### src/design/jtp_cfg.svh
// Purpose: Constants for the serial test port block.
// Assumes: Single system clock of 10 MHz.
// Notes: Definitions only.
`ifndef JTP_CFG_SVH
`define JTP_CFG_SVH
`define JTP_CLK_PERIOD_NS 100
`define JTP_IR_W 4
`define JTP_DR_W 32
`define JTP_IR_RESET 4'h1
`define JTP_IR_BYPASS 4'hf
`define JTP_IR_IDCODE 4'h1
`define JTP_IR_USER 4'h8
`define JTP_IDCODE_VAL 32'h1234_5671 // Arbitrary value, names no real maker or part
`define JTP_FIFO_DEPTH 4
`define JTP_BOOT_W 4
`endif

### src/design/jtp_pkg.sv
// Purpose: Types for the serial test port block.
// Assumes: Constants come from jtp_cfg.svh.
// Notes: Nothing here is imported; use jtp_pkg::name.
package jtp_pkg;
  // Test controller states, one-hot
  typedef enum logic [15:0] {
    ST_RESET = 16'h0001, ST_IDLE = 16'h0002, ST_SEL_DR = 16'h0004, ST_CAP_DR = 16'h0008,
    ST_SH_DR = 16'h0010, ST_EX1_DR = 16'h0020, ST_PA_DR = 16'h0040, ST_EX2_DR = 16'h0080,
    ST_UP_DR = 16'h0100, ST_SEL_IR = 16'h0200, ST_CAP_IR = 16'h0400, ST_SH_IR = 16'h0800,
    ST_EX1_IR = 16'h1000, ST_PA_IR = 16'h2000, ST_EX2_IR = 16'h4000, ST_UP_IR = 16'h8000
  } jtp_state_t;

  // Debugger pins as seen by the device
  typedef struct packed {
    logic tck;
    logic tms;
    logic tdi;
    logic trst_n;
    logic ctrl_sel;
  } jtp_pins_t;
endpackage

### src/design/jtp_fifo.sv
// Purpose: Small flip-flop FIFO with valid/ready on both sides.
// Assumes: Same clock on both sides.
// Notes: Full and empty are exact; no write while full, no read while empty.
`timescale 1ns/1ps
module jtp_fifo #(
  parameter int WIDTH = 32,
  parameter int DEPTH = 4
) (
  input wire logic clk,
  input wire logic rst,
  input wire logic in_valid,
  output logic in_ready,
  input wire logic [WIDTH-1:0] in_data,
  output logic out_valid,
  input wire logic out_ready,
  output logic [WIDTH-1:0] out_data
);
  localparam int AW = (DEPTH > 1) ? $clog2(DEPTH) : 1;
  logic [WIDTH-1:0] mem_r [DEPTH];
  logic [AW-1:0] wr_r;
  logic [AW-1:0] rd_r;
  logic [AW:0] cnt_r;
  logic push;
  logic pop;

  assign in_ready = (cnt_r != (AW+1)'(DEPTH));
  assign out_valid = (cnt_r != '0);
  assign out_data = mem_r[rd_r];
  assign push = in_valid && in_ready;
  assign pop = out_valid && out_ready;

  // Storage write, addressed by index
  always_ff @(posedge clk)
  begin
    if (push)
      mem_r[wr_r] <= in_data;
  end

  // Pointers wrap at DEPTH so non-power-of-two depths work
  always_ff @(posedge clk)
  begin
    if (rst)
    begin
      wr_r <= '0;
      rd_r <= '0;
      cnt_r <= '0;
    end
    else
    begin
      if (push)
        wr_r <= (wr_r == AW'(DEPTH - 1)) ? '0 : wr_r + 1'b1;
      if (pop)
        rd_r <= (rd_r == AW'(DEPTH - 1)) ? '0 : rd_r + 1'b1;
      cnt_r <= cnt_r + (AW+1)'(push) - (AW+1)'(pop);
    end
  end
endmodule // jtp_fifo

### src/design/jtp_port.sv
// Purpose: Serial test access port with return clock and boot strap capture.
// Assumes: Debugger pins are asynchronous to clk and pass two flip-flops;
//          test clock is far slower than clk (800 ns vs 100 ns).
// Notes: Completed user data-register words leave through a 4-word FIFO.
`timescale 1ns/1ps
`include "jtp_cfg.svh"
module jtp_port #(
  parameter int DR_W = `JTP_DR_W,
  parameter int FIFO_DEPTH = `JTP_FIFO_DEPTH,
  parameter logic [31:0] IDCODE = `JTP_IDCODE_VAL // Arbitrary value
) (
  input wire logic clk,
  input wire logic rst,
  input wire jtp_pkg::jtp_pins_t pins,
  output logic tdo,
  output logic tdo_oe_n,
  output logic returned_test_clock,
  output logic returned_test_clock_oe_n,
  input wire logic wire_bus_sel,
  input wire logic [`JTP_BOOT_W-1:0] boot_pins,
  output logic [`JTP_BOOT_W-1:0] boot_mode,
  input wire logic standby_voltage_request,
  output logic [1:0] boot_hs_out,
  output logic [1:0] boot_hs_oe_n,
  output logic test_ctrl_dbg,
  output logic [DR_W-1:0] word_data,
  output logic word_valid,
  input wire logic word_ready
);
  // ----------------------------------------
  // Input synchronisers
  // ----------------------------------------
  logic [4:0] s1_r;
  logic [4:0] s2_r;
  logic [`JTP_BOOT_W-1:0] b1_r;
  logic [`JTP_BOOT_W-1:0] b2_r;
  logic tck_d_r;
  logic trst_d_r;
  logic tck_rise;
  logic tck_fall;
  logic trst_n_s;
  logic trst_rel;

  // Two stages for every debugger and boot pin; only stage two is read by logic
  always_ff @(posedge clk)
  begin
    s1_r <= {pins.tck, pins.tms, pins.tdi, pins.trst_n, pins.ctrl_sel};
    s2_r <= s1_r;
    b1_r <= boot_pins;
    b2_r <= b1_r;
  end

  // Edge history of synchronised test clock and test reset
  always_ff @(posedge clk)
  begin
    if (rst)
    begin
      tck_d_r <= 1'b0;
      trst_d_r <= 1'b1; // Idle level, so leaving reset is not taken as a release
    end
    else
    begin
      tck_d_r <= s2_r[4];
      trst_d_r <= s2_r[1];
    end
  end

  assign trst_n_s = s2_r[1];
  assign tck_rise = s2_r[4] && !tck_d_r;
  assign tck_fall = !s2_r[4] && tck_d_r;
  assign trst_rel = trst_n_s && !trst_d_r;

  // ----------------------------------------
  // Strap capture
  // ----------------------------------------
  logic ctrl_sel_r;
  logic boot_taken_r;
  logic [`JTP_BOOT_W-1:0] boot_r;

  // Latch select strap
  // Held in reset high so a debugger gets the normal controller by default
  always_ff @(posedge clk)
  begin
    if (rst)
      ctrl_sel_r <= 1'b1;
    else if (trst_rel)
      ctrl_sel_r <= s2_r[0];
  end
  assign test_ctrl_dbg = ctrl_sel_r;

  // Boot strap sample
  // Taken on the first edge after release, since a port may not load under async reset
  always_ff @(posedge clk)
  begin
    if (rst)
    begin
      boot_taken_r <= 1'b0;
      boot_r <= '0;
    end
    else if (!boot_taken_r)
    begin
      boot_taken_r <= 1'b1;
      boot_r <= b2_r;
    end
  end
  assign boot_mode = boot_r;

  logic hs_r;

  // Standby handshake
  // Registered so the handshake pin comes straight from a flip-flop
  always_ff @(posedge clk)
  begin
    if (rst)
      hs_r <= 1'b0;
    else
      hs_r <= standby_voltage_request;
  end

  // Low boot pins are released during sampling, then drive the handshake
  assign boot_hs_out = {1'b0, hs_r};
  assign boot_hs_oe_n = boot_taken_r ? 2'b00 : 2'b11;

  // ----------------------------------------
  // Test controller
  // ----------------------------------------
  jtp_pkg::jtp_state_t st_r;
  jtp_pkg::jtp_state_t st_nxt;
  logic tms;
  assign tms = s2_r[3];

  always_comb
  begin
    st_nxt = st_r;
    unique case (st_r)
      jtp_pkg::ST_RESET: st_nxt = tms ? jtp_pkg::ST_RESET : jtp_pkg::ST_IDLE;
      jtp_pkg::ST_IDLE: st_nxt = tms ? jtp_pkg::ST_SEL_DR : jtp_pkg::ST_IDLE;
      jtp_pkg::ST_SEL_DR: st_nxt = tms ? jtp_pkg::ST_SEL_IR : jtp_pkg::ST_CAP_DR;
      jtp_pkg::ST_CAP_DR: st_nxt = tms ? jtp_pkg::ST_EX1_DR : jtp_pkg::ST_SH_DR;
      jtp_pkg::ST_SH_DR: st_nxt = tms ? jtp_pkg::ST_EX1_DR : jtp_pkg::ST_SH_DR;
      jtp_pkg::ST_EX1_DR: st_nxt = tms ? jtp_pkg::ST_UP_DR : jtp_pkg::ST_PA_DR;
      jtp_pkg::ST_PA_DR: st_nxt = tms ? jtp_pkg::ST_EX2_DR : jtp_pkg::ST_PA_DR;
      jtp_pkg::ST_EX2_DR: st_nxt = tms ? jtp_pkg::ST_UP_DR : jtp_pkg::ST_SH_DR;
      jtp_pkg::ST_UP_DR: st_nxt = tms ? jtp_pkg::ST_SEL_DR : jtp_pkg::ST_IDLE;
      jtp_pkg::ST_SEL_IR: st_nxt = tms ? jtp_pkg::ST_RESET : jtp_pkg::ST_CAP_IR;
      jtp_pkg::ST_CAP_IR: st_nxt = tms ? jtp_pkg::ST_EX1_IR : jtp_pkg::ST_SH_IR;
      jtp_pkg::ST_SH_IR: st_nxt = tms ? jtp_pkg::ST_EX1_IR : jtp_pkg::ST_SH_IR;
      jtp_pkg::ST_EX1_IR: st_nxt = tms ? jtp_pkg::ST_UP_IR : jtp_pkg::ST_PA_IR;
      jtp_pkg::ST_PA_IR: st_nxt = tms ? jtp_pkg::ST_EX2_IR : jtp_pkg::ST_PA_IR;
      jtp_pkg::ST_EX2_IR: st_nxt = tms ? jtp_pkg::ST_UP_IR : jtp_pkg::ST_SH_IR;
      jtp_pkg::ST_UP_IR: st_nxt = tms ? jtp_pkg::ST_SEL_DR : jtp_pkg::ST_IDLE;
      default: st_nxt = jtp_pkg::ST_RESET;
    endcase
  end

  // Test reset overrides
  // Acts on the synchronised level at every clk edge, no test clock needed
  // Test clock rise steps state; mode select picks the next one
  always_ff @(posedge clk)
  begin
    if (rst || !trst_n_s)
      st_r <= jtp_pkg::ST_RESET;
    else if (tck_rise)
      st_r <= st_nxt;
  end

  // ----------------------------------------
  // Instruction and data shift paths
  // ----------------------------------------
  logic [`JTP_IR_W-1:0] ir_sh_r;
  logic [`JTP_IR_W-1:0] ir_r;
  logic [DR_W-1:0] dr_sh_r;
  logic byp_r;
  logic tdi;
  logic push;
  logic dr_serial;
  logic byp_sel;
  assign tdi = s2_r[2];
  assign byp_sel = (ir_r == `JTP_IR_BYPASS) || !ctrl_sel_r;

  always_ff @(posedge clk)
  begin
    if (rst || !trst_n_s)
    begin
      ir_sh_r <= '0;
      ir_r <= `JTP_IR_RESET;
      dr_sh_r <= '0;
      byp_r <= 1'b0;
    end
    else if (st_r == jtp_pkg::ST_RESET)
      ir_r <= `JTP_IR_RESET;
    else if (tck_rise)
    begin
      if (st_r == jtp_pkg::ST_CAP_IR)
        ir_sh_r <= `JTP_IR_W'(1);
      if (st_r == jtp_pkg::ST_SH_IR)
        ir_sh_r <= {tdi, ir_sh_r[`JTP_IR_W-1:1]};
      if (st_r == jtp_pkg::ST_UP_IR)
        ir_r <= ir_sh_r;
      if (st_r == jtp_pkg::ST_CAP_DR)
      begin
        dr_sh_r <= (ir_r == `JTP_IR_IDCODE) ? DR_W'(IDCODE) : '0;
        byp_r <= 1'b0;
      end
      if (st_r == jtp_pkg::ST_SH_DR)
      begin
        dr_sh_r <= {tdi, dr_sh_r[DR_W-1:1]};
        byp_r <= tdi;
      end
    end
  end

  // User words leave on update; a full FIFO drops the word rather than stall the probe
  assign push = tck_rise && (st_r == jtp_pkg::ST_UP_DR) && (ir_r == `JTP_IR_USER)
    && ctrl_sel_r;

  jtp_fifo #(
    .WIDTH(DR_W),
    .DEPTH(FIFO_DEPTH)
  ) u_fifo (
    .clk(clk),
    .rst(rst),
    .in_valid(push),
    .in_ready(),
    .in_data(dr_sh_r),
    .out_valid(word_valid),
    .out_ready(word_ready),
    .out_data(word_data)
  );

  // ----------------------------------------
  // Serial output
  // ----------------------------------------
  logic tdo_r;
  logic tdo_en_r;
  assign dr_serial = byp_sel ? byp_r : dr_sh_r[0];

  always_ff @(posedge clk)
  begin
    if (rst || !trst_n_s)
    begin
      tdo_r <= 1'b0;
      tdo_en_r <= 1'b0;
    end
    else if (tck_fall)
    begin
      tdo_en_r <= (st_r == jtp_pkg::ST_SH_DR) || (st_r == jtp_pkg::ST_SH_IR);
      tdo_r <= (st_r == jtp_pkg::ST_SH_IR) ? ir_sh_r[0] : dr_serial;
    end
  end
  assign tdo = tdo_r;
  assign tdo_oe_n = !tdo_en_r;

  // ----------------------------------------
  // Return clock
  // ----------------------------------------
  logic returned_test_clock_r;

  // Echo synchronised clock
  // Echo lags by the sync delay plus two stages; the probe model paces on fixed clk counts, not on this echo
  always_ff @(posedge clk)
  begin
    if (rst)
      returned_test_clock_r <= 1'b0;
    else
      returned_test_clock_r <= tck_d_r;
  end
  assign returned_test_clock = returned_test_clock_r;
  assign returned_test_clock_oe_n = wire_bus_sel;
endmodule // jtp_port

### config.mk
export PLATFORM = sky130hd
export DESIGN_NAME = jtp_port
export DESIGN_NICKNAME = d
export VERILOG_FILES = /design/src/design/jtp_pkg.sv /design/src/design/jtp_fifo.sv /design/src/design/jtp_port.sv
export VERILOG_INCLUDE_DIRS = /design/src /design/src/design
export SDC_FILE = /design/constraint.sdc
export NUM_CORES = 1
export LEC_CHECK = 0
export BUFFER_PORTS_ARGS = -buffer_cell sky130_fd_sc_hd__buf_2
export CAP_MARGIN = 20
export CORE_ASPECT_RATIO = 0.75
export CORE_MARGIN = 2
export CORE_UTILIZATION = 30
export CTS_CLUSTER_SIZE = 30
export DETAILED_ROUTE_END_ITERATION = 16
export GPL_ROUTABILITY_DRIVEN = 0
export MAX_ROUTING_LAYER = met4
export PLACE_DENSITY = 0.44
export REMOVE_ABC_BUFFERS = 1
export SYNTH_ARGS = -nofsm -noshare
export SYNTH_HDL_FRONTEND = slang
export SYNTH_SLANG_ARGS = --single-unit
### constraint.sdc
create_clock -name clk -period 3.3 [get_ports clk]
set_clock_uncertainty 0.2 [all_clocks]
set_input_delay 0.66 -clock clk [delete_from_list [all_inputs] [get_ports clk]]
set_output_delay 0.66 -clock clk [all_outputs]
set_load 0.02 [all_outputs]
Yosys cells after proc, flatten, opt, wreduce, memory -nomap -nowiden
Memory sizes are Yosys's and may differ from the RTL's. A register that Yosys moved wholly into a read port is not among the register bits.
Cells that the tools add are included.

operators by class
  equal/unequal tests = 22
  reduce and logical (&&, ||, !) cells = 27
  $add $sub $neg = 4
  muxes and demuxes = 30
  bitwise operators = 1

operator list
  cell                                              number
  one-hot mux 16 bit (12 select lines)              1
  two-way mux 32 bit                                2
  two-way mux 16 bit                                2
  two-way mux 29 bit                                1
  two-way mux 9 bit                                 2
  == test 16 x 1 -> 1 bit (second input constant)   1
  == test 16 x 10 -> 1 bit (second input constant)  1
  == test 16 x 11 -> 1 bit (second input constant)  1
  == test 16 x 12 -> 1 bit (second input constant)  1
  == test 16 x 13 -> 1 bit (second input constant)  1
  == test 16 x 14 -> 1 bit (second input constant)  1
  == test 16 x 15 -> 1 bit (second input constant)  1
  == test 16 bit (second input constant)            1
  == test 16 x 2 -> 1 bit (second input constant)   1
  == test 16 x 3 -> 1 bit (second input constant)   1
  == test 16 x 4 -> 1 bit (second input constant)   1
  == test 16 x 5 -> 1 bit (second input constant)   1
  == test 16 x 6 -> 1 bit (second input constant)   1
  == test 16 x 7 -> 1 bit (second input constant)   1
  == test 16 x 8 -> 1 bit (second input constant)   1
  == test 16 x 9 -> 1 bit (second input constant)   1
  two-way mux 15 bit                                1
  two-way mux 13 bit                                1
  two-way mux 2 bit                                 6
  other kinds (24)                                  52

word-level totals
  bits of input ports = 14
  bits in writable memories = 128
  bits in registers = 94
  logic and storage cells = 106
  memories = 1
  output and inout port bits = 46

memory list
  name          words  bits a word  read ports  clocked after Yosys merged registers in  wr ports  RTL line        RTL
  u_fifo.mem_r  4      32           1           1                                        1         jtp_fifo.sv:19  logic [WIDTH-1:0] mem_r [DEPTH];

Logic depth before layout (Yosys ltp)
Gate-level depths: netlist of the first run.

  depth after elaboration = 8
  gate-level depth with buffers = 11
  mapped depth without buffers = 11

Hierarchy
A second synthesis of the first run with hierarchy kept.

second synthesis, totals
  cell total of the unflattened synthesis = 627
  area, all modules = 8607.0 sq um

by module, submodules not included
  module    cells each  seq. area each (sq um)  area an instance (sq um)  times used
  jtp_fifo  219         4023.9                  5099.9                    1
  jtp_port  408         1721.7                  3507.1                    1

Least setup slack after synthesis of the first run
Ideal clock, no wire load.

  path type = register to register
  start = register st_r[12]
  end = memory u_fifo.mem_r[3][0] (enable)
  setup time = 0.392 ns
  required time = 2.708 ns
  arrival = 2.361 ns
  path buffers = 1
  cell stages (with the launch flop) = 6
  clock period less this slack = 2.953 ns
  path slack = 0.347 ns
  path through = dfxtp_1 > buf_4 > nor4_1 > nand4_1 > a211oi_4 > and2_1

between the ends
  word-level cells in the longest chain between the ends = 7

RTL lines
  element                                  RTL line         RTL
  start, declared                          jtp_port.sv:127  jtp_pkg::jtp_state_t st_r;
  start signal, assigned                   jtp_port.sv:162  st_r <= jtp_pkg::ST_RESET;
  start signal, assigned                   jtp_port.sv:164  st_r <= st_nxt;
  == test 16 x 9 -> 1 bit                  jtp_port.sv:214  assign push = tck_rise && (st_r == jtp_pkg::ST_UP_DR) && (ir_r == `JTP_IR_USER)
  logical AND 1 bit (3 in series)          jtp_port.sv:214
  logical AND 1 bit                        jtp_fifo.sv:29   assign push = in_valid && in_ready;
  via u_fifo.push                          jtp_fifo.sv:23   logic push;
  two-way mux 1 bit                        jtp_fifo.sv:35   if (push)
  two-way mux 1 bit (implied by the code)  jtp_fifo.sv:36   mem_r[wr_r] <= in_data;
  end, declared                            jtp_fifo.sv:19

The timed path passes the listed nets, and every way through them passes these cells.

Final worst setup path of the first run
  start = register st_r[15]
  end = register u_fifo.cnt_r[2]

between the ends
  word-level cells in the longest chain between the ends = 7

RTL lines
  element                          RTL line         RTL
  == test 16 x 9 -> 1 bit          jtp_port.sv:214
  logical AND 1 bit (3 in series)  jtp_port.sv:214
  logical AND 1 bit                jtp_fifo.sv:29
  via u_fifo.push                  jtp_fifo.sv:23
  adder 3 x 1 -> 3 bit             jtp_fifo.sv:54   cnt_r <= cnt_r + (AW+1)'(push) - (AW+1)'(pop);
  subtractor 3 x 1 -> 3 bit        jtp_fifo.sv:54
  end signal, assigned             jtp_fifo.sv:54
  end, declared                    jtp_fifo.sv:22   logic [AW:0] cnt_r;

The timed path passes the listed nets, and every way through them passes these cells.
A chain may end at the register's enable or synchronous reset.

==> metrics, run 1 <==
Cell Pwr Density 608 nW/µm²; Design Power roughly 6 mW; Ports 60; Yosys warnings 0; relative slew slack 0.446; dpl hpwl roughly 12000 µm; diode count 0; hold_buf cts 0; Iter 0 DRT Violations 220; Reg clk slew, reported paths approximately 0.06 ns; worst min-delay path class in2reg; CP startpoint kind register; post-route clock period utilization 0.862; main combinational cell family by area after synthesis simple AND/OR/NAND/NOR gates; I/O Buffers 56; FF-to-FF path depth 10; number of global-route vias before repair 5103; FMAX 352 MHz; CP Max Fanout 8; total CTS buffers 24; initial core utilization 0.304; status completed; Layout area overhead 18.2%; reg2reg setup slack approximately 0.46 ns; ys async rst share 0; share of cells above drive strength 1 0.252; setup TNS 0 ns; critical path startpoint st_r[15]; Die Span Y roughly 150 µm; RR Endpoint u_fifo.cnt_r[2]; worst-case vdd ir drop 0.000424 V; first-pass GRT wire length around 30000 µm; clock net sink count 223; Routed WL ~19000 µm; Fin. Hold Viols 0; post-synth top area cell edfxtp_1; Post-Syn Area around 8500 µm²; Vias roughly 5000; Resize count post-CTS 0; CTS tree done; Routed Antenna Nets 0; Final WS setup 0.456 ns; XOR/XNOR share of the synthesized area 0.00928; Critical Path Sink Type register; via density per instance approximately 4.8; Synth top area share 0.452; root buf cell clkbuf_16; CTS H-tree lvls 1; drt pass-1 iters 4; Clock Latency Late Sink 0.51 ns; adder-cell share of the synthesized area 0.0127; ranking of synthesized cells by area edfxtp_1 (45%), dfxtp_1 (22%), mux4_2 (8.5%); initial antenna violation count 0; # setup viols final 0; Clock Path Buffers 3; Seq/Total Area, Yosys 0.676; compound-cell area share of the yosys netlist 0.0689; grt total ovfl 0; WP data arrival around 3.0 ns; largest net degree at the start of global routing 33; wire per inst 17.8 µm; Synth cell types slightly below 60; Synth Area per Inst between 10 and 15 µm²; WP data required about 3.5 ns; Post-synth EDFFs 128; gr usage total 0.132; Worst Tran Pin Value roughly 0.83 ns; setup bufs post-CTS 0; Reg2Reg Launch Point st_r[15]; Core Box Area 27900 µm²; Critical Path Sink u_fifo.cnt_r[2]; Std-Cell Rows 53; RSZ-0062 raised after global routing no; minimum clock period about 2.8 ns; pre-CTS setup slack ~0.45 ns; Final nets 660; P_leak about 3.3 nW; Finished Cell Area 10000 µm²; DRC 0; fin. max-slew vios 0; Synth Area in Simple Gates 0.110; Post-Syn Instances between 500 and 600; Placed Instance Area approximately 9300 µm²; Die X 198 µm; Crit Path Category reg2reg; max cap viols 0; DIE AREA ~30000 µm²; ys flop type edfxtp_1; mux cell area share after synthesis 0.0966; FF+latch count, synth approximately 220
[state kept, by name, summed over array words and instances (netlist names), 2 cells and up, named ones only]
register / cells
dr_sh_r: 32
boot_mode: 4
u_fifo.rd_r: 2
ir_sh_r: 4
u_fifo.mem_r: 128
s2_r: 5
b2_r: 4
ir_r: 4
st_r: 16
u_fifo.cnt_r: 3
u_fifo.wr_r: 2
b1_r: 4
s1_r: 5
[report_power, final]
| part | internal, mW | switching [mW] |
|---|---|---|
| Combinational | 0.205 | 0.277 |
| Sequential | 2.96 | 0.0404 |
| Clock | 1.57 | 1.05 |
| Total | 4.73 | 1.37 |
[metrics by stage]
stage,hold slack [ns],cells,utilization
2_1_floorplan,0.110,541,-
6_report,0.0456,1041,0.360
5_1_grt,0.0294,1041,0.360
3_5_place_dp,0.112,997,0.332
4_1_cts,0.0234,1041,0.360
3_3_place_gp,0.112,997,0.332
[cells by family after synthesis]
family / after synthesis
flops: 223
simple gates: 162
compound gates: 85
buf+inv: 43
mux: 42
xor+xnor: 9
fa+ha+maj: 8
other cells: 1
[worst min-delay path by stage]
| stage | start | cells past startpoint | endpoint | slack (ns) |
|---|---|---|---|---|
| after global placement | b1_r[2] | 0 | b2_r[2] | 0.11 |
| after global routing | boot_pins[2] | 1 | b1_r[2] | 0.03 |
| after detailed placement | s1_r[0] | 0 | s2_r[0] | 0.11 |
| after floorplan | b1_r[0] | 0 | b2_r[0] | 0.11 |
| after CTS | boot_pins[0] | 1 | b1_r[0] | 0.02 |
| final | boot_pins[0] | 1 | b1_r[0] | 0.05 |
[routing by layer]
| layer | track usage | vias up | part of all wire |
|---|---|---|---|
| li1 | - | 2304 | - |
| met1 | 0.182 | 2531 | 0.48 |
| met5 | - | - | 0 |
| met4 | 0.0305 | 0 | 0.018 |
| met2 | 0.204 | 112 | 0.45 |
| met3 | 0.0246 | 25 | 0.047 |
[cell usage after synthesis, types with 3 or more instances]
cell type / instances
edfxtp_1: 128
dfxtp_1: 95
nor2_1: 47
nand2_1: 34
mux4_2: 32
a21oi_1: 24
a22oi_1: 15
clkbuf_1: 13
inv_1: 11
nor3_1: 11
a22o_1: 10
mux2i_1: 10
nand3_1: 10
nor2b_1: 9
o21ai_1: 9
o21ai_0: 8
ha_1: 7
xnor2_1: 7
buf_2: 6
buf_4: 6
nand4_1: 6
nor4b_1: 6
and2_1: 5
nor4_1: 5
buf_1: 4
a21oi_2: 3
buf_6: 3
nand2b_1: 3
nor4_4: 3
o21ai_2: 3
or4_1: 3
or4_4: 3
[worst max-delay path, cell delays in order, from the launching register on]
cell	delay [ns]
dfxtp_1	0.39
nor4_1	0.31
buf_4	0.18
nand4_1	0.23
a211oi_4	0.37
ha_1	0.22
inv_1	0.05
fa_1	0.39
xor2_1	0.19
xnor2_1	0.15
nor2_1	0.05
[cell type report]
cell class	count	area [µm²]
clock inverter	7	73.8
inverter	11	41.3
timing repair buffer	71	455
clock buffer	37	711
tap	385	482
multi-input combinational	307	2530
sequential	223	5750
fill	2670	17900
[cells in the final DEF (no fill, tap or decap), types with 3 or more instances in the layout]
| master | n |
|---|---|
| clkbuf_8 | 4 |
| or4_1 | 3 |
| o21ai_0 | 8 |
| nor4b_1 | 6 |
| clkbuf_1 | 8 |
| or4_4 | 3 |
| buf_2 | 56 |
| ha_1 | 7 |
| mux2i_1 | 10 |
| a22o_1 | 10 |
| dfxtp_1 | 94 |
| o21ai_2 | 3 |
| inv_1 | 11 |
| nand3_1 | 10 |
| nor3_1 | 11 |
| nor2_1 | 47 |
| a22oi_1 | 15 |
| clkbuf_16 | 25 |
| nor4_1 | 5 |
| edfxtp_1 | 128 |
| nand4_1 | 6 |
| a21oi_2 | 3 |
| buf_12 | 5 |
| and2_1 | 5 |
| mux4_2 | 32 |
| nand2b_1 | 3 |
| buf_4 | 10 |
| nor2b_1 | 9 |
| a21oi_1 | 24 |
| o21ai_1 | 9 |
| nand2_1 | 34 |
| xnor2_1 | 7 |
| nor4_4 | 3 |
Note: power is estimated with default switching activity, not from simulation.
==> run 2, diff against run 1 <==
Settings changed: PLACE_DENSITY 0.44 to 0.47.
==> run 2 against run 1 <==
- total power decreased by 3.9%
- first-iteration DRC count increased by 55%
- cell area decreased by 1.0%
- critical path depth unchanged
- sequential power about the same
- core utilization decreased by 0.36 points
- die area unchanged
- count of clock-buffer cells in the layout decreased by 12
- combinational power decreased by 0.8%
- non-clock buffer count decreased by 1
- maximum frequency increased by 2.1%
- via count decreased by 0.58%
- critical endpoint unchanged
==> metrics, run 2 (synthesized netlist as in run 1, its figures left out) <==
status completed; Die Span Y roughly 150 µm; Layout area overhead 17.1%; total CTS buffers 23; dpl hpwl about 11000 µm; most frequent cells in the layout edfxtp_1 (128), dfxtp_1 (94), buf_2 (56), nor2_1 (47), nand2_1 (34); CTS tree done; fillers approximately 2700; Crit path max-delay family adder cells; worst min-delay path class in2reg; gr usage total 0.130; minimum clock period ~2.8 ns; diode count 0; WP data arrival roughly 3 ns; root buf cell clkbuf_16; Largest register FFs around 130; fin util 0.356; max incr delay on CP about 0.40 ns; Resize count post-CTS 0; WHS between 0.06 and 0.07 ns; Worst Tran Pin Value approximately 0.87 ns; Crit path buffers/inverters 2; # setup viols final 0; DIE AREA 29700 µm²; final std cells w/o fill 1036; via density per instance roughly 4.8; Placed Instance Area 9250 µm²; crit path cell chain nor4_1 -> buf_4 -> nand4_1 -> a211oi_4 -> ha_1 -> inv_1 -> fa_1 -> xor2_1 -> xnor2_1 -> nor2_1; Routed Antenna Nets 0; setup TNS 0 ns; fin. max-slew vios 0; post-route clock period utilization 0.844; grt total ovfl 0; hold_buf cts 0; RSZ-0062 raised after global routing no; wire per inst around 18 µm; first-pass GRT wire length between 20000 and 30000 µm; Core Box Area ~28000 µm²; Iter 0 DRT Violations ~340; initial core utilization 0.304; relative slew slack 0.420; Biggest register u_fifo.mem_r; initial antenna violation count 0; Finished Cell Area between 9000 and 10000 µm²; CP Max Fanout 10; placed cells 996; Die X 198 µm; worst-case vdd ir drop 0.000396 V; FMAX around 360 MHz; clock net sink count ~220; Critical Path Sink Type register; pre-CTS setup slack around 0.52 ns; slowest cell on the critical path dfxtp_1; WP data required about 3.5 ns; Cell Pwr Density between 500 and 600 nW/µm²; Routed WL ~18000 µm; setup bufs post-CTS 0; Top Registers u_fifo.mem_r (128), dr_sh_r (32), st_r (16); number of global-route vias before repair just over 5000; commonest non-fill, non-tap cell in the layout edfxtp_1; Reg clk slew, reported paths 0.06 ns; max cap viols 0; CP startpoint kind register; Clock Latency Late Sink between 0.4 and 0.5 ns; DRC 0; Crit Path Category reg2reg; largest net degree at the start of global routing 33; Ports 60; Clock Path Buffers 3; CTS H-tree lvls 1; P_leak ~3.2 nW; Final WS setup 0.513 ns; share of cells above drive strength 1 0.246; Vias about 4900; Std-Cell Rows 53; Final nets 658; I/O Buffers 56; drt pass-1 iters 4; Fin. Hold Viols 0; Design Power 5.86 mW
-- run 2: cell types whose count changed in the layout (fill, tap and decap cells not counted) --
cell	previous run	this run
clkbuf_1	8	1
clkinv_1	0	7
clkbuf_8	4	1
clkbuf_16	25	23
clkinv_2	1	3
clkinvlp_2	0	2
buf_4	10	9
clkinvlp_4	2	1
inv_4	1	0
inv_6	1	0
-- run 2: final timing paths --
kind                      to      from  cells after the start  slack, ns
max reg2reg  u_fifo.cnt_r[2]  st_r[12]                     10       0.51
min reg2reg          s2_r[1]   s1_r[1]                      0       0.13
min                  s1_r[4]   pins[4]                      1       0.07
max          u_fifo.cnt_r[2]  st_r[12]                     10       0.51
-- run 2: layer usage --
| metal | vias up | GRT usage | routed length (µm) |
|---|---|---|---|
| li1 | 2294 | - | - |
| met1 | 2508 | 0.184 | 9020 |
| met2 | 110 | 0.194 | 8060 |
| met3 | 31 | 0.0228 | 761 |
| met4 | 0 | 0.0286 | 350 |
| met5 | - | - | 0 |
-- run 2: final cells by class --
type / count / area, µm² / area share
Clock inverter: 15 / 97.6 / 0.00982
Sequential cell: 223 / 5750 / 0.578
Inverter: 11 / 41.3 / 0.00415
Timing Repair Buffer: 70 / 448 / 0.0450
Multi-Input combinational cell: 307 / 2530 / 0.255
Tap cell: 385 / 482 / 0.0484
Clock buffer: 25 / 593 / 0.0596
-- run 2: where the power goes --
group,switching [mW],leakage [nW],internal [mW]
registers,0.0406,1.92,2.96
logic,0.273,0.979,0.205
clock network,1.02,0.333,1.37
==> run 3, diff against run 2 <==
Settings changed: ABC_AREA set to 1.
Clock period 3.3 ns to 2.6 ns, I/O delays scaled along.
==> run 3 against run 2 <==
- setup slack worse by 0.44 ns
- area after synthesis up 2.2%
- cell area up 5.3%
- critical endpoint is now word_data[13]
==> metrics, run 3 <==
status completed; first-pass GRT wire length approximately 32000 µm; initial core utilization 0.307; DRC 0; Routed WL about 20000 µm; CP startpoint kind register; most common cell in the netlist nor2_1; post-synth top area cell edfxtp_1; GRT met3 Usage 0.0235; Layout area overhead 20.6%; Reg clk slew, reported paths ~0.06 ns; grt total ovfl 0; Die Span Y 151 µm; Seq/Total Area, Yosys 0.662; Routed Antenna Nets 0; Top Registers u_fifo.mem_r (128), dr_sh_r (32), st_r (16); Yosys warnings 0; main combinational cell family by area after synthesis simple AND/OR/NAND/NOR gates; root buf cell clkbuf_16; Cell Pwr Density roughly 860 nW/µm²; ys flop type edfxtp_1; drt pass-1 iters 5; most frequent cells in the layout nor2_1 (145), edfxtp_1 (128), nand2_1 (120), dfxtp_1 (94), o21ai_0 (83); gr usage total 0.137; Placed Instance Area approximately 9500 µm²; crit path cell chain inv_1 -> buf_4 -> o21ai_0 -> o22ai_1 -> buf_2; Ports 60; placed cells between 1000 and 1500; GR peak layer met2; Critical Path Sink Type output port; Synth Area per Inst 10.4 µm²; diode count 0; Storage cell area about 5700 µm²; post-route clock period utilization 0.973; max incr delay on CP 0.35 ns; DIE AREA between 30000 and 40000 µm²; M1 GR Usage 0.187; FMAX about 400 MHz; number of global-route vias before repair ~5700; met2 GRT Util 0.216; Largest register FFs 128; reg2reg setup slack around 0.31 ns; Biggest register u_fifo.mem_r; CTS tree done; top cells by count, synth nor2_1 (149), edfxtp_1 (128), nand2_1 (120); adder-cell share of the synthesized area 0.0124; initial antenna violation count 0; Synth cell types 40; relative slew slack 0.612; Std-Cell Rows 53; Clock Path Buffers 3; share of cells above drive strength 1 0.154; I/O Buffers 56; compound-cell area share of the yosys netlist 0.107; clock net sink count between 200 and 250; ranking of synthesized cells by area edfxtp_1 (44%), dfxtp_1 (22%), nor2_1 (6.4%); Finished Cell Area around 10000 µm²; Iter 0 DRT Violations ~320; Post-synth EDFFs around 130; via density per instance ~4.6; Synth top area share 0.443; RSZ-0062 raised after global routing yes; fin. max-slew vios 0; Vias between 6000 and 7000; total CTS buffers 24; Synth Area in Simple Gates 0.173; final std cells w/o fill between 1000 and 1500; Worst Tran Pin Value between 0.5 and 0.6 ns; fin util 0.371; Die X ~200 µm; minimum clock period 2.53 ns; CTS H-tree lvls 1; worst min-delay path class in2reg; mux cell area share after synthesis 0; setup TNS 0 ns; fillers ~2800; Design Power ~9.0 mW; FF+latch count, synth ~220; XOR/XNOR share of the synthesized area 0.00101; ys async rst share 0; commonest non-fill, non-tap cell in the layout nor2_1; footprint of the multi-input gates 2580 µm²; Fin. Hold Viols 0; wire per inst 15.3 µm; dpl hpwl approximately 12000 µm; Clock Latency Late Sink around 0.52 ns; Core Box Area 28200 µm²; Post-Syn Area a little under 9000 µm²; Post-Syn Instances 835; worst-case vdd ir drop 0.000433 V; WP data arrival ~1.8 ns; # setup viols final 0; Final nets 931; largest net degree at the start of global routing between 40 and 50; CP Max Fanout 17; slowest cell on the critical path dfxtp_1; P_leak 3.66 nW; Crit Path Category reg2out; WP data required roughly 1.9 ns; max cap viols 0
==> run 3: worst max-delay path: cells and delay by family, from the launching register on <==
family	cells	cell delay (ns)
AO/OA/AOI/OAI	2	0.37
buffers and inverters	3	0.57
flip-flops	1	0.35
==> run 3: final timing paths <==
path,depth (start not counted),startpoint,end
max,5,register,word_data[13]
min,2,rst,u_fifo.cnt_r[1]
min reg2reg,0,s1_r[0],s2_r[0]
max reg2reg,8,st_r[1],u_fifo.mem_r[0][1]
==> run 3: cell families (layout without fill, tap and decap cells) <==
logic type / count (synthesis) / after routing
simple gates: 339 / 339
flops: 223 / 223
compound gates: 174 / 174
buf+inv: 89 / 181
fa+ha+maj: 8 / 8
other cells: 1 / 1
xor+xnor: 1 / 1
==> run 3: through the flow <==
step | setup WS, ns | hold WS, ns
finish | 0.0694 | 0.0717
global route | -0.0145 | 0.0878
CTS | 0.000363 | 0.0693
detailed placement | 0.283 | 0.113
global placement | 0.266 | 0.112
floorplan | -1.16 | 0.110
==> run 3: what timing repair did <==
action                                  4_1_cts  5_1_grt
buffers inserted                              0        0
hold buffers                                 10        0
endpoints found under the setup margin        1       12
cloned                                        1        0
endpoints found under the hold margin        10        0
resized for setup                             1       12
==> run 3: routing by layer <==
metal,wire length (µm),vias up
met2,8980,125
met5,0,-
met1,9920,2842
met3,861,32
met4,317,0
li1,-,3006
==> run 3: layout make-up <==
class,count,area share
well taps,385,0.0460
flip-flops and latches,223,0.549
multi-input cells,523,0.247
repair buffers,87,0.0651
clock inverters,9,0.00765
clock buffers,35,0.0673
inverters,50,0.0183
==> run 3: power by group <==
part | switching (mW) | internal, mW
sequential | 0.0560 | 3.77
combinational | 1.23 | 0.612
clock | 1.37 | 1.98
